`src/verilog/sac_pkg.sv`:
```
/*
 * Shared types and constants for the converter control block.
 * Assumes a single 100 MHz system clock and no register bus.
 */
package sac_pkg;

	// ==========================================================
	// Widths and timing
	localparam int          SAC_RES_W       = 12;
	localparam int          SAC_SHORT_BITS  = 8;
	localparam int          SAC_CLK_NS      = 10;
	// Time spent on each bit decision
	localparam int          SAC_BIT_NS      = 80;
	localparam int          SAC_BIT_CYC     = (SAC_BIT_NS + SAC_CLK_NS - 1) / SAC_CLK_NS;
	localparam logic [11:0] SAC_RES_RST     = 12'h000;
	localparam logic [3:0]  SAC_TRAIL_ZERO  = 4'h0;
	localparam int          SAC_MSB_POS     = 11;
	localparam int          SAC_LSB_NIB_POS = 4;

	// ==========================================================
	// Types
	typedef enum logic [1:0] {
		SAC_IDLE = 2'b00,
		SAC_CLR  = 2'b01,
		SAC_TEST = 2'b11,
		SAC_DONE = 2'b10
	} sac_state_t;

	typedef struct packed {
		logic enable;
		logic select_n;
		logic read_not_convert;
		logic byte_select;
		logic word_width_select;
	} sac_ctrl_t;

	typedef struct packed {
		logic [11:0] data;
		logic [11:0] oe;
	} sac_bus_t;

endpackage

```
`src/verilog/sac_ctrl.sv`:
```
/*
 * Control and readout of a 12-bit successive-approximation converter.
 * Assumes pins are asynchronous, comparator decision arrives as a pin,
 * and the result lines are resolved from data/oe by the surroundings.
 */
// Functional notes
// RULE1 - Enabled: read when high, convert when low
// RULE2 - Disabled unit ignores all other inputs
// RULE3 - Enable rising or select falling starts
// RULE4 - Byte select low gives 12 bits
// RULE5 - Byte select high gives 8 bits
// RULE6 - Width select picks word or bytes
// RULE7 - Word read drives all twelve bits
// RULE8 - Byte read: MSB byte or LSB nibble
// RULE9 - LSB nibble sits high, zeros below
// RULE10 - Busy high from start until done
// RULE11 - Host sets convert before enabling unit
// RULE12 - Full-control and standalone modes both work
// RULE13 - Clear register, test MSB down to LSB
// RULE14 - Running conversion ignores starts, hides data
// RULE15 - Standalone: read high reads, falling converts
// RULE16 - Result lines float unless reading
// RULE17 - Length latched at start, held fixed
`timescale 1ns/1ps
module sac_ctrl
	import sac_pkg::*;
#(
	parameter int BIT_CYC = SAC_BIT_CYC
) (
	// Clock and reset
	input  wire logic        CLK_SYS,
	input  wire logic        ARST_N,
	// Bus controls
	input  wire logic        UNIT_ENABLE,
	input  wire logic        UNIT_SELECT_N,
	input  wire logic        READ_NOT_CONVERT,
	input  wire logic        BYTE_SELECT,
	input  wire logic        WORD_WIDTH_SELECT,
	// Comparator: high when trial value is not above the input
	input  wire logic        CMP_KEEP,
	// Status and conversion clock gate
	output logic             CONVERSION_BUSY,
	output logic             CONV_CLK_EN,
	// Result lines
	output logic [11:0]      RESULT_LINES_O,
	output logic [11:0]      RESULT_LINES_OE
);
	// ==========================================================
	// Input synchronisation
	sac_ctrl_t ctrl_raw;
	sac_ctrl_t ctrl_s;

	assign ctrl_raw = '{enable: UNIT_ENABLE, select_n: UNIT_SELECT_N,
		read_not_convert: READ_NOT_CONVERT, byte_select: BYTE_SELECT,
		word_width_select: WORD_WIDTH_SELECT};

	sac_sync #(.W(5)) u_sync_ctrl (
		.clk    (CLK_SYS),
		.arst_n (ARST_N),
		.d      (ctrl_raw),
		.q      (ctrl_s)
	);

	logic cmp_meta_r;
	logic cmp_s_r;

	always_ff @(posedge CLK_SYS or negedge ARST_N) begin
		if (!ARST_N) begin
			cmp_meta_r <= 1'b0;
			cmp_s_r    <= 1'b0;
		end else begin
			cmp_meta_r <= CMP_KEEP;
			cmp_s_r    <= cmp_meta_r;
		end
	end

	// ==========================================================
	// Command decode
	logic active;
	logic convert_lvl;
	logic read_lvl;
	logic convert_lvl_r;
	logic start;

	assign active      = ctrl_s.enable && !ctrl_s.select_n;             // RULE2
	assign convert_lvl = active && !ctrl_s.read_not_convert;            // RULE1
	assign read_lvl    = active && ctrl_s.read_not_convert;             // RULE1
	// One edge detector covers CE rise, CS fall and standalone R/C fall
	assign start       = convert_lvl && !convert_lvl_r;                 // RULE3 RULE15 RULE12

	always_ff @(posedge CLK_SYS or negedge ARST_N) begin
		if (!ARST_N) begin
			convert_lvl_r <= 1'b0;
		end else begin
			convert_lvl_r <= convert_lvl;
		end
	end

	// ==========================================================
	// Successive approximation sequencer
	sac_state_t  state_r, state_nxt;
	logic [11:0] sar_r, sar_nxt;
	logic [11:0] result_r, result_nxt;
	logic [3:0]  bit_r, bit_nxt;
	logic [3:0]  last_r, last_nxt;
	logic [7:0]  tick_r, tick_nxt;
	logic        tick_done;

	assign tick_done = (tick_r == 8'(BIT_CYC - 1));

	always_comb begin
		state_nxt  = state_r;
		sar_nxt    = sar_r;
		result_nxt = result_r;
		bit_nxt    = bit_r;
		last_nxt   = last_r;
		tick_nxt   = tick_r;
		unique case (state_r)
			SAC_IDLE: begin
				if (start) begin
					state_nxt = SAC_CLR;
					// Length chosen once here and held
					last_nxt  = ctrl_s.byte_select ? 4'(SAC_RES_W - SAC_SHORT_BITS)
						: 4'h0;                                             // RULE4 RULE5 RULE17
				end
			end
			SAC_CLR: begin
				sar_nxt   = SAC_RES_RST;                                  // RULE13
				bit_nxt   = 4'(SAC_MSB_POS);                              // RULE13
				tick_nxt  = 8'h00;
				state_nxt = SAC_TEST;
			end
			SAC_TEST: begin
				// Trial bit stays set while the comparator settles
				sar_nxt[bit_r] = 1'b1;
				if (tick_done) begin
					tick_nxt       = 8'h00;
					sar_nxt[bit_r] = cmp_s_r;                             // RULE13
					if (bit_r == last_r) begin
						state_nxt = SAC_DONE;
					end else begin
						bit_nxt = bit_r - 4'h1;                           // RULE13
					end
				end else begin
					tick_nxt = tick_r + 8'h01;
				end
			end
			SAC_DONE: begin
				result_nxt = sar_r;
				state_nxt  = SAC_IDLE;
			end
		endcase
	end

	always_ff @(posedge CLK_SYS or negedge ARST_N) begin
		if (!ARST_N) begin
			state_r  <= SAC_IDLE;
			sar_r    <= SAC_RES_RST;
			result_r <= SAC_RES_RST;
			bit_r    <= 4'h0;
			last_r   <= 4'h0;
			tick_r   <= 8'h00;
		end else begin
			state_r  <= state_nxt;
			sar_r    <= sar_nxt;
			result_r <= result_nxt;
			bit_r    <= bit_nxt;
			last_r   <= last_nxt;
			tick_r   <= tick_nxt;
		end
	end

	// ==========================================================
	// Status
	logic busy_r, busy_nxt;

	assign busy_nxt = (state_nxt != SAC_IDLE);                          // RULE10 RULE14

	always_ff @(posedge CLK_SYS or negedge ARST_N) begin
		if (!ARST_N) begin
			busy_r <= 1'b0;
		end else begin
			busy_r <= busy_nxt;
		end
	end

	assign CONVERSION_BUSY = busy_r;
	assign CONV_CLK_EN     = busy_r;                                    // RULE13

	// ==========================================================
	// Result lines
	sac_bus_t lines;
	logic     rd_en;

	// No data while converting
	assign rd_en = read_lvl && (state_r == SAC_IDLE);                   // RULE14 RULE16

	sac_outbuf u_outbuf (
		.clk       (CLK_SYS),
		.arst_n    (ARST_N),
		.rd_en     (rd_en),
		.word_mode (ctrl_s.word_width_select),                          // RULE6
		.byte_sel  (ctrl_s.byte_select),
		.result    (result_r),
		.lines     (lines)
	);

	assign RESULT_LINES_O  = lines.data;
	assign RESULT_LINES_OE = lines.oe;

	// ==========================================================
	// Checks
	// Busy length counter for the checks; saturates so it never wraps
	logic [7:0] busy_cnt_r, busy_cnt_nxt;

	always_comb begin
		busy_cnt_nxt = busy_cnt_r;
		if (!busy_r) begin
			busy_cnt_nxt = 8'h00;
		end else if (busy_cnt_r != 8'hff) begin
			busy_cnt_nxt = busy_cnt_r + 8'h01;
		end
	end

	always_ff @(posedge CLK_SYS or negedge ARST_N) begin
		if (!ARST_N) begin
			busy_cnt_r <= 8'h00;
		end else begin
			busy_cnt_r <= busy_cnt_nxt;
		end
	end
endmodule // sac_ctrl

```
`src/verilog/sac_sync.sv`:
```
/*
 * Two flip-flop synchroniser for a group of asynchronous pins.
 * Assumes inputs are unrelated to CLK_SYS.
 */
`timescale 1ns/1ps
module sac_sync #(
	parameter int W = 5
) (
	// Clock and reset
	input  wire logic         clk,
	input  wire logic         arst_n,
	// Data
	input  wire logic [W-1:0] d,
	output logic      [W-1:0] q
);
	logic [W-1:0] meta_r;

	always_ff @(posedge clk or negedge arst_n) begin
		if (!arst_n) begin
			meta_r <= '0;
			q      <= '0;
		end else begin
			meta_r <= d;
			q      <= meta_r;
		end
	end
endmodule // sac_sync

```
`src/verilog/sac_outbuf.sv`:
```
/*
 * Result line formatter: picks word or byte layout and lane enables.
 * Assumes the result word is stable while a read is enabled.
 */
`timescale 1ns/1ps
module sac_outbuf
	import sac_pkg::*;
(
	// Clock and reset
	input  wire logic        clk,
	input  wire logic        arst_n,
	// Request
	input  wire logic        rd_en,
	input  wire logic        word_mode,
	input  wire logic        byte_sel,
	input  wire logic [11:0] result,
	// Lines
	output sac_bus_t         lines
);
	sac_bus_t lines_nxt;

	always_comb begin
		lines_nxt      = '0;
		if (rd_en) begin
			if (word_mode) begin
				lines_nxt.data = result;                            // RULE7
				lines_nxt.oe   = 12'hfff;                           // RULE7
			end else if (!byte_sel) begin
				lines_nxt.data = {result[11:4], SAC_TRAIL_ZERO};    // RULE8
				lines_nxt.oe   = 12'hff0;                           // RULE8
			end else begin
				// Low nibble moves up so byte lanes overlap on an 8-bit bus
				lines_nxt.data = {result[11:8], result[3:0], SAC_TRAIL_ZERO}; // RULE9
				lines_nxt.oe   = 12'h0ff;                           // RULE8
				lines_nxt.data[11:8] = result[11:8];
				lines_nxt.oe[11:8]   = 4'h0;
			end
		end
	end

	always_ff @(posedge clk or negedge arst_n) begin
		if (!arst_n) begin
			lines <= '0;
		end else begin
			lines <= lines_nxt;
		end
	end
endmodule // sac_outbuf

```
`config.mk`:
```
export PLATFORM = sky130hd
export DESIGN_NAME = sac_ctrl
export DESIGN_NICKNAME = d
export VERILOG_FILES = /design/src/verilog/sac_pkg.sv /design/src/verilog/sac_ctrl.sv /design/src/verilog/sac_sync.sv /design/src/verilog/sac_outbuf.sv
export SDC_FILE = /design/constraint.sdc
export NUM_CORES = 1
export LEC_CHECK = 0
export BUFFER_PORTS_ARGS = -buffer_cell sky130_fd_sc_hd__buf_2
export CORE_ASPECT_RATIO = 1.1
export CORE_MARGIN = 8
export CORE_UTILIZATION = 58
export CTS_BUF_LIST = sky130_fd_sc_hd__clkbuf_2
export DETAILED_ROUTE_END_ITERATION = 6
export PLACE_DENSITY = 0.8
export SYNTH_ARGS = -nofsm -noshare
export SYNTH_HDL_FRONTEND = slang
export SYNTH_HIERARCHICAL = 1
export SYNTH_SLANG_ARGS = --single-unit
```
`constraint.sdc`:
```
create_clock -name CLK_SYS -period 5.65 [get_ports CLK_SYS]
set_input_delay 0.2825 -clock CLK_SYS [delete_from_list [all_inputs] [get_ports CLK_SYS]]
set_output_delay 0.2825 -clock CLK_SYS [all_outputs]
set_load 0.005 [all_outputs]
```
# Word-level counts from Yosys, hierarchy flattened
# Index checks and enable logic that the tools add are counted.
[word_totals] regBits=80 word_cells=58 out_inout_bits=26
[op_classes] n_mux=18 n_reduce_logical=14 bitwise=1 magnitude_cmp=2 n_addsub=2 eq_ne=7
[op_table] op="20-bit two-way mux" count=2
[op_table] op="24-bit two-way mux" count=1
[op_table] op="12-bit one-hot mux with 2 select lines" count=1
[op_table] op="8-bit one-hot mux with 2 select lines" count=1
[op_table] op="12-bit bitwise mux" count=1
[op_table] op="12-bit two-way mux" count=1
[op_table] op="12-bit bitwise OR" count=1
[op_table] op="8-bit by 1-bit adder with 8-bit output, second input constant" count=1
[op_table] op="8-bit by 3-bit == test with 1-bit output, second input constant" count=1
[op_table] op="4-bit two-way mux" count=2
[op_table] op="8-bit two-way mux" count=1
[op_table] op="2-bit one-hot mux with 4 select lines" count=1
[op_table] op="4-bit one-hot mux with 2 select lines" count=1
[op_table] op="1-bit logical AND" count=6
[op_table] op="2-bit two-way mux" count=3
[op_table] op="4-bit by 5-bit < comparator with 1-bit output, second input constant" count=1
[op_table] op="1-bit demux with 4-bit select" count=1
[op_table] op="2-bit == test, second input constant" count=2
[op_table] op="4-bit == test" count=1
[op_table] op="4-bit by 1-bit greater-or-equal comparator with 1-bit output, second input constant" count=1
[op_table] op="2-bit inequality test, second input constant" count=2
[op_table] op="2-bit nonzero test" count=2
[op_table] op="4-bit by 1-bit subtractor with 4-bit output, second input constant" count=1
[op_table] op="1-bit logical NOT" count=3
[op_table] op="other kinds (6)" count=6

# Longest topological paths before layout
# Gate-level depths: netlist (run 1).
[depth] ltp_word=8 mapped_depth=6 depth_no_buf=5

# By module
# The synthesis (run 1) kept the hierarchy.
[by_module_without_submodules] mod="sac_ctrl" cells_each=174 area_each_um2=2029.4 seq_area_each_um2=1076.0 n_inst=1
[by_module_without_submodules] mod="sac_outbuf" cells_each=49 area_each_um2=601.8 seq_area_each_um2=375.4 n_inst=1
[by_module_without_submodules] mod="sac_sync" cells_each=10 area_each_um2=250.2 seq_area_each_um2=250.2 n_inst=1

# Worst setup path after synthesis (run 1)
# Ideal clock, no wire load.
[synth_timing] path_type="flip-flop to flip-flop" startpoint="reg state_r[0]" endpoint="reg, netlist name u_outbuf/lines[16]" setup_ps=80 period_less_slack_ps=2042 slack_ps=3608 path_stages_with_launch=7 required_ps=5570 path_buffers=3 arrival_time_ps=1962 cell_sequence="dfrtp_1 -> clkbuf_1 -> clkbuf_1 -> nor4b_1 -> buf_6 -> nand2_1 -> mux2i_1"
[synth_rtl] item="start: declaration" line_no="sac_ctrl.sv:101" rtl="sac_state_t state_r, state_nxt;"
[synth_rtl] item="start signal: assignment" line_no="sac_ctrl.sv:164" rtl="state_r <= state_nxt;"

==> results of run 1 <==
## routing by layer
| metal | share of wire, % | vias up | track usage (%) | wire, um |
|---|---|---|---|---|
| met5 | 0 | - | 0 | 0 |
| met4 | 2.0 | 0 | 8.94 | 95 |
| met3 | 6.7 | 12 | 5.60 | 317 |
| met2 | 49 | 41 | 22.1 | 2320 |
| met1 | 43 | 877 | 14.5 | 2030 |
| li1 | - | 869 | - | - |
## final cells by class
| class | instances | area (sq um) |
|---|---|---|
| tap | 58 | 72.6 |
| clock inverter | 4 | 73.8 |
| clock buffer | 12 | 60.1 |
| inverter | 5 | 18.8 |
| timing repair buffer | 41 | 243 |
| multi-input combinational | 138 | 1020 |
| fill | 367 | 1710 |
| sequential | 68 | 1700 |
## power by group through the flow
stage                     registers, mW  clock network (mW)  logic (mW)
after global routing              0.679               0.347       0.330
final                             0.663               0.317       0.288
after floorplan                   0.630                   0       0.267
after detailed placement          0.671                   0       0.288
after CTS                         0.662               0.324       0.292
after global placement            0.666                   0       0.279
## Yosys cell counts, drive strengths merged (2+ instances only)
| library cell | count | area share, % |
|---|---|---|
| and3 | 7 | 1.6 |
| o21ai | 17 | 3.0 |
| nand2b | 5 | 1.1 |
| a31oi | 9 | 2.0 |
| ha | 6 | 2.6 |
| and2 | 17 | 3.7 |
| a22o | 12 | 3.7 |
| a41oi | 2 | 0.61 |
| mux2i | 5 | 1.7 |
| inv | 5 | 0.65 |
| buf | 16 | 4.3 |
| nand2 | 13 | 1.7 |
| nand4 | 2 | 0.43 |
| nor2b | 4 | 0.87 |
| clkbuf | 6 | 0.78 |
| xnor2 | 2 | 0.61 |
| mux2 | 15 | 5.9 |
| nor2 | 3 | 0.39 |
| dfrtp | 68 | 59 |
| or2 | 3 | 0.74 |
| o21a | 3 | 1.0 |
| a31o | 2 | 0.61 |
## state kept, by name, summed over array words and instances, names as in the netlist
| signal | count |
|---|---|
| u_outbuf/lines | 15 |
| result_r | 12 |
| sar_r | 12 |
| tick_r | 8 |
| u_sync_ctrl/meta_r | 5 |
| u_sync_ctrl/q | 5 |
| bit_r | 4 |
| state_r | 2 |
| CONVERSION_BUSY | 1 |
| cmp_meta_r | 1 |
| cmp_s_r | 1 |
| convert_lvl_r | 1 |
| last_r | 1 |
## cells by family after synthesis
| group | share of synthesized area (%) |
|---|---|
| muxes | 7.60 |
| buffers and inverters | 5.69 |
| xor gates and xnor gates | 0.608 |
| adders and majority gates | 2.61 |
| AOI/OAI and AO/OA | 11.6 |
| and+or+nand+nor | 12.9 |
| DFF | 59.1 |
## through the flow
step / power [mW] / utilization, %
finish: 1.27 / 65.2
global placement: 0.945 / 61.0
global route: 1.36 / 65.2
detailed placement: 0.959 / 61.0
floorplan: 0.897 / -
CTS: 1.28 / 65.2
## worst max-delay path, cell delays in order (launching register included)
cell     delay [ps]
dfrtp_1         760
nor4b_2        1170
and3_2          360
## final timing paths
path / slack [ps] / endpoint / start / depth (start not counted)
setup reg to reg: 3310 / u_outbuf/lines[13] / state_r[0] / 2
hold / removal: 370 / cmp_s_r / cmp_meta_r / 0
setup / recovery: 3310 / u_outbuf/lines[13] / state_r[0] / 2
hold reg to reg: 370 / cmp_s_r / cmp_meta_r / 0
max in group asynchronous: 4640 / bit_r[2] / ARST_N / 3
min in group asynchronous: 480 / u_outbuf/lines[7] / ARST_N / 3
==> metrics.txt, run 1 <==
run status completed; CP Capture Type flip-flop; most frequent cells in the layout dfrtp_1, buf_2, o21ai_0, and2_1, mux2_2; fin cells 326; Hold Violations, Final 0; average wire per standard cell 14.6 um; IO Pins 34; clock buffer depth 2; dpl ws 3360 ps; Relative slew margins 15.0%; Worst Path Required 6090 ps; ant diodes 0; Lkg Pwr 1.60 nW; hpwl dp 3.20 mm; total congestion overflow 0; maximum fanout along the worst path 33; CTS Buf Count 9; Post-synth EDFFs 0; Post-CTS Setup Bufs 0; Post-DP Area 2990 sq um; RSZ-0062 raised after global routing no; worst skew pair latency 490 ps; Remaining DRCs 0; Final Skew 14.9 ps; synthesized area 2880 sq um; CP Class reg2reg; most common cell after layout, fill and taps aside dfrtp_1; P_sw 389 uW; Reg clk slew, reported paths 180 ps; layout cell share with drive strength beyond 1 29.9%; minimum clock period 2340 ps; Pre-antenna DRT Iters 4; kind of start point of the critical path flip-flop; Die H 89.9 um; Detailed Route Iter0 Violations 49; Cells after DPL 303; H-tree levels 3; die area 7480 sq um; maximum VDD drop 0.242 mV; Seq/Total Area, Yosys 59.1%; IO buf count 33; final setup margin 3310 ps; Yosys warning count 6; final period utilization 41.5%; first-pass GRT wire length 8.33 mm; final WL 4.76 mm; final estimated routing congestion in global placement 0.781; initial antenna violation count 0; CP arrival 2780 ps; Nets 277; combinational fraction of design power 22.7%; CTS tree yes; via count of the routed design 1799; Synth Net Count 247; Post-Synthesis Cells 233; setup TNS 0 ps; pwr dens 397 nW/um^2; Initial Util 58.8%; via/cell ratio 5.52; internal power 879 uW; clock sink count 68; Setup violations, final 0; vias in the first global route 1819; maximum clock rate 0.427 GHz; Clk network pwr share 25.0%; GRT Total Usage 13.7%; largest net degree at the start of global routing 69; max-slew violation count 0; ys flop type dfrtp_1; DIE WIDTH 83.2 um; Worst Max-Slew Pin Slew 1270 ps; design area 3190 sq um; Yosys cell types 40; number of synthesized register bits 68; minimum hold slack 369 ps; hold crit path type reg2reg; ANT nets after route 0; syn avg cell area 12.4 sq um; Max Cap Violations 0; CTS root buffer clkbuf_2; core area 4900 sq um; post-CTS sizing 0; Layout area overhead 10.8%; num rows 27; cts hold-fix bufs 7; sw frac 30.7%; Flop pwr share 52.3%; ys async rst share 100%
(Power assumes the default switching activity.)
==> run 2, diff against run 1 <==
--- a/config.mk
+++ b/config.mk
@@ -8,10 +8,10 @@
 export BUFFER_PORTS_ARGS = -buffer_cell sky130_fd_sc_hd__buf_2
 export CORE_ASPECT_RATIO = 1.1
 export CORE_MARGIN = 8
-export CORE_UTILIZATION = 58
+export CORE_UTILIZATION = 54
 export CTS_BUF_LIST = sky130_fd_sc_hd__clkbuf_2
 export DETAILED_ROUTE_END_ITERATION = 6
-export PLACE_DENSITY = 0.8
+export PLACE_DENSITY = 0.79
 export SYNTH_ARGS = -nofsm -noshare
 export SYNTH_HDL_FRONTEND = slang
 export SYNTH_HIERARCHICAL = 1
==> constraint.sdc (replaced) <==
create_clock -name CLK_SYS -period 1.9 [get_ports CLK_SYS]
set_input_delay 0.095 -clock CLK_SYS [delete_from_list [all_inputs] [get_ports CLK_SYS]]
set_output_delay 0.095 -clock CLK_SYS [all_outputs]
set_load 0.005 [all_outputs]
==> run 2 against run 1 <==
  * Clock-buffer cell count is 1 lower
  * Worst setup slack got worse by 3300 ps
  * Clock skew increased by 10 ps
  * Design area increased by 3.2%
  * Worst hold slack lost 230 ps
  * Clock power increased to 2.5 times the previous value
  * Cell count up 4.9%
  * Register-to-register slack got worse by 3300 ps
  * Maximum frequency grew 26%
  * Highest routed layer unchanged
==> metrics.txt, run 2 (synthesis gave the netlist of run 1 again) <==
run status completed; fin cells 342; Hold Violations, Final 0; Setup violations, final 0; CP Class reg2reg; largest net degree at the start of global routing 30; Remaining DRCs 0; Lkg Pwr 1.66 nW; die area 7930 sq um; GRT Total Usage 14.3%; CTS Buf Count 9; ant diodes 0; IO buf count 33; Relative slew margins 57.6%; via count of the routed design 1871; DIE WIDTH 85.7 um; CP Capture Type flip-flop; layout cell share with drive strength beyond 1 33.7%; Initial Util 54.8%; minimum clock period 1850 ps; most frequent cells in the layout dfrtp_1, buf_2, and2_1; CTS tree yes; maximum clock rate 0.539 GHz; Most flops, register u_outbuf/lines; Layout area overhead 14.3%; Final Skew 25.2 ps; maximum VDD drop 0.797 mV; Largest register FFs 15; minimum hold slack 136 ps; vias in the first global route 1859; P_sw 1.20 mW; Reg clk slew, reported paths 190 ps; CTS root buffer clkbuf_2; Worst Max-Slew Pin Slew 636 ps; CP arrival 2240 ps; hold crit path type in2async; setup TNS 0 ps; Flop pwr share 50.5%; worst skew pair latency 490 ps; clock buffer depth 2; internal power 2.58 mW; final estimated routing congestion in global placement 0.781; max-slew violation count 0; Cells after DPL 317; first-pass GRT wire length 8.67 mm; combinational fraction of design power 28.4%; Die H 92.6 um; Regs by FF count u_outbuf/lines x15, result_r x12, sar_r x12; kind of start point of the critical path flip-flop; Detailed Route Iter0 Violations 80; sw frac 31.7%; Max Cap Violations 0; Critical Path Max Stage Delay 560 ps; average wire per standard cell 15.0 um; Clk network pwr share 21.2%; initial antenna violation count 0; worst-path cell chain or4b_4 -> or2_4 -> o21a_4 -> a22o_2; final period utilization 97.6%; IO Pins 34; clock sink count 68; core area 5260 sq um; most common cell after layout, fill and taps aside dfrtp_1; final WL 5.11 mm; via/cell ratio 5.47; hpwl dp 3.58 mm; RSZ-0062 raised after global routing no; ANT nets after route 0; maximum fanout along the worst path 12; pwr dens 1150 nW/um^2; Nets 291; Pre-antenna DRT Iters 4; Worst Path Required 2290 ps; H-tree levels 3; total congestion overflow 0; slowest CP cell or4b_4; num rows 28
==> run 2: worst paths after layout <==
kind | slack [ps] | end | cells after the start | start
worst min register to register | 370 | cmp_s_r | 0 | cmp_meta_r
max in group asynchronous | 1140 | sar_r[8] | 3 | ARST_N
worst max-delay path | 50 | sar_r[1] | 4 | tick_r[5]
worst max register to register | 50 | sar_r[1] | 4 | tick_r[5]
worst min-delay path | 140 | u_outbuf/lines[16] | 2 | ARST_N
min in group CLK_SYS | 230 | u_sync_ctrl/meta_r[2] | 2 | READ_NOT_CONVERT
==> run 2: area by class of cell <==
type	instances	area, sq um
Clock buffer	11	55.1
Clock inverter	5	52.6
Fill cell	410	1960
Inverter	5	18.8
Multi-Input combinational cell	138	1030
Sequential cell	68	1700
Tap cell	60	75.1
Timing Repair Buffer	55	360
==> run 2: per-layer routing <==
layer	track usage (%)	share of wire [%]
met1	14.9	40
met2	24.1	52
met3	6.02	6.1
met4	7.02	1.8
met5	0	0
==> run 2: power by group through the flow <==
stage / sequential [mW] / clock, mW / combinational (mW)
2_1_floorplan: 1.87 / 0 / 0.796
3_3_place_gp: 1.93 / 0 / 0.975
3_5_place_dp: 1.94 / 0 / 1.02
4_1_cts: 1.91 / 0.825 / 1.05
5_1_grt: 1.94 / 0.894 / 1.21
6_report: 1.91 / 0.800 / 1.07
==> run 2: critical path: cells and delay by family, from the launching register on <==
family	cells	cell delay [ps]
compound gates	2	500
flops	1	420
simple gates	2	830
==> run 2: timing repair <==
item                                    CTS  global route
resized for setup                         0             3
hold endpoints to repair                 33             0
endpoints found under the setup margin   10            15
cloned                                    0             0
hold buffers                              7             0
setup buffers                             1             1
==> run 2: through the flow <==
stage	total power [mW]	instance area, sq um	worst slack [ps]	utilization, %
floorplan	2.67	2890	0.749	-
global placement	2.90	3090	50.4	58.9
detailed placement	2.96	3090	-6.94	58.9
CTS	3.78	3280	0.0195	62.4
global route	4.05	3290	16.6	62.7
finish	3.78	3290	45.9	62.7
==> run 3, diff against run 2 <==
--- a/config.mk
+++ b/config.mk
@@ -12,6 +12,7 @@
 export CTS_BUF_LIST = sky130_fd_sc_hd__clkbuf_2
 export DETAILED_ROUTE_END_ITERATION = 6
 export PLACE_DENSITY = 0.79
+export SETUP_SLACK_MARGIN = 0.5
 export SYNTH_ARGS = -nofsm -noshare
 export SYNTH_HDL_FRONTEND = slang
 export SYNTH_HIERARCHICAL = 1
==> run 3 against run 2 <==
  * Routed wire length increased by 8.1%
  * Global-route usage up 0.16 points
  * Critical endpoint is now sar_r[6]
  * Critical path depth increased by 1
  * Sequential power about the same
  * Flip-flop and latch count unchanged
  * Critical path type unchanged
  * First-iteration DRC count rose by 33%
  * Maximum frequency rose by 0.27%
  * Cell count rose by 3.2%
  * Highest routed layer unchanged
  * Die area stayed put
  * Combinational power grew 18%
  * Power rose by 9.2%
==> metrics.txt, run 3 (synthesis gave the netlist of run 1 again) <==
CP Capture Type flip-flop; final estimated routing congestion in global placement 0.778; Die H 92.6 um; CP Class reg2reg; worst skew pair latency 490 ps; Pre-antenna DRT Iters 4; largest net degree at the start of global routing 69; maximum VDD drop 0.819 mV; total power 4.13 mW; Final Skew 20.6 ps; Setup violations, final 0; Lkg Pwr 1.77 nW; minimum clock period 1850 ps; final WL 5.53 mm; crit path buf inv count 0; total congestion overflow 0; Top Layer Used met4; Worst Path Required 2280 ps; Hold Violations, Final 0; IO buf count 33; final period utilization 97.3%; critical path's top delay family simple AND/OR/NAND/NOR gates; Cells after DPL 315; worst-path cell chain ha_2 -> or3b_4 -> or2_4 -> o21a_4 -> a22o_1; max-slew violation count 0; layout cell share with drive strength beyond 1 40.3%; H-tree levels 3; Regs by FF count u_outbuf/lines x15, result_r x12, sar_r x12; post-layout util 67.7%; vias in the first global route 1871; core area 5260 sq um; CTS tree yes; hpwl dp 3.20 mm; first-pass GRT wire length 8.87 mm; maximum fanout along the worst path 6; initial antenna violation count 0; CTS Buf Count 9; Largest register FFs 15; DIE WIDTH 85.7 um; die area 7930 sq um; slowest CP cell dfrtp_1; Detailed Route Iter0 Violations 106; clock buffer depth 2; Worst Max-Slew Pin Slew 405 ps; Nets 302; ANT nets after route 0; M1 wire length 2.30 mm; via count of the routed design 1926; run status completed; clock sink count 68; fin cells 353; Critical Path Max Stage Delay 430 ps; hold crit path type in2async; met3 wire len 317 um; average wire per standard cell 15.7 um; Most flops, register u_outbuf/lines; most frequent cells in the layout dfrtp_1, buf_2, and2_1; IO Pins 34; RSZ-0062 raised after global routing yes; via/cell ratio 5.46; num rows 28; most common cell after layout, fill and taps aside dfrtp_1; Reg clk slew, reported paths 180 ps; WL met2 2.78 mm; filler cell count 365; Layout area overhead 23.4%; Max Cap Violations 0; pwr dens 1160 nW/um^2; minimum hold slack 126 ps; CP arrival 2220 ps; Initial Util 54.8%; maximum clock rate 0.541 GHz; GRT Total Usage 14.4%; ant diodes 0; Remaining DRCs 0; kind of start point of the critical path flip-flop; CTS root buffer clkbuf_2; Relative slew margins 72.9%; setup TNS 0 ps
[run 3: changes by cell type in the layout (fill, tap and decap cells not counted), sizes merged]
cell,previous run,this run
bufbuf,0,1
bufinv,1,2
o21a,3,4
buf,48,57
clkinv,4,3
[run 3: layout make-up]
class / count / area [sq um] / area share (%)
clock inverters: 5 / 76.3 / 2.15
multi-input cells: 139 / 1140 / 32.0
repair buffers: 65 / 489 / 13.8
well taps: 60 / 75.1 / 2.11
inverters: 5 / 18.8 / 0.528
clock buffers: 11 / 55.1 / 1.55
flip-flops and latches: 68 / 1700 / 47.9
[run 3: stage by stage]
step | instance area (sq um) | worst slack, ps
floorplan | 2960 | 48.0
global placement | 3120 | 70.6
detailed placement | 3120 | 25.3
CTS | 3470 | 79.2
global route | 3560 | 2.73
finish | 3560 | 50.9
[run 3: final timing paths]
| kind | startpoint | depth (start not counted) | slack [ps] | to |
|---|---|---|---|---|
| setup / recovery | tick_r[1] | 5 | 50 | sar_r[6] |
| hold reg to reg | u_sync_ctrl/meta_r[0] | 0 | 370 | u_sync_ctrl/q[0] |
| min in group CLK_SYS | UNIT_ENABLE | 2 | 230 | u_sync_ctrl/meta_r[4] |
| max in group asynchronous | ARST_N | 3 | 1480 | bit_r[0] |
| setup reg to reg | tick_r[1] | 5 | 50 | sar_r[6] |
| hold / removal | ARST_N | 3 | 130 | u_outbuf/lines[10] |
[run 3: timing repair]
item,4_1_cts,5_1_grt
gates resized for setup,11,15
pin swaps,12,5
hold buffers,7,0
cloned,4,1
hold endpoints to repair,74,0
buffers inserted,7,3
endpoints found under the setup margin,50,43
[run 3: power breakdown]
part / internal, mW / switching [mW]
sequential: 1.71 / 0.225
combinational: 0.685 / 0.571
clock: 0.442 / 0.496
total: 2.84 / 1.29
[run 3: tightest hold or removal path, cell delays in order]
cell           delay [ps]
dlygate4sd3_1         510
buf_2                 130
buf_12                310
[run 3: routing by layer]
metal	up-vias	GRT usage (%)
li1	930	-
met4	0	7.89
met5	-	0
met3	11	4.43
met2	66	24.1
met1	919	16.1
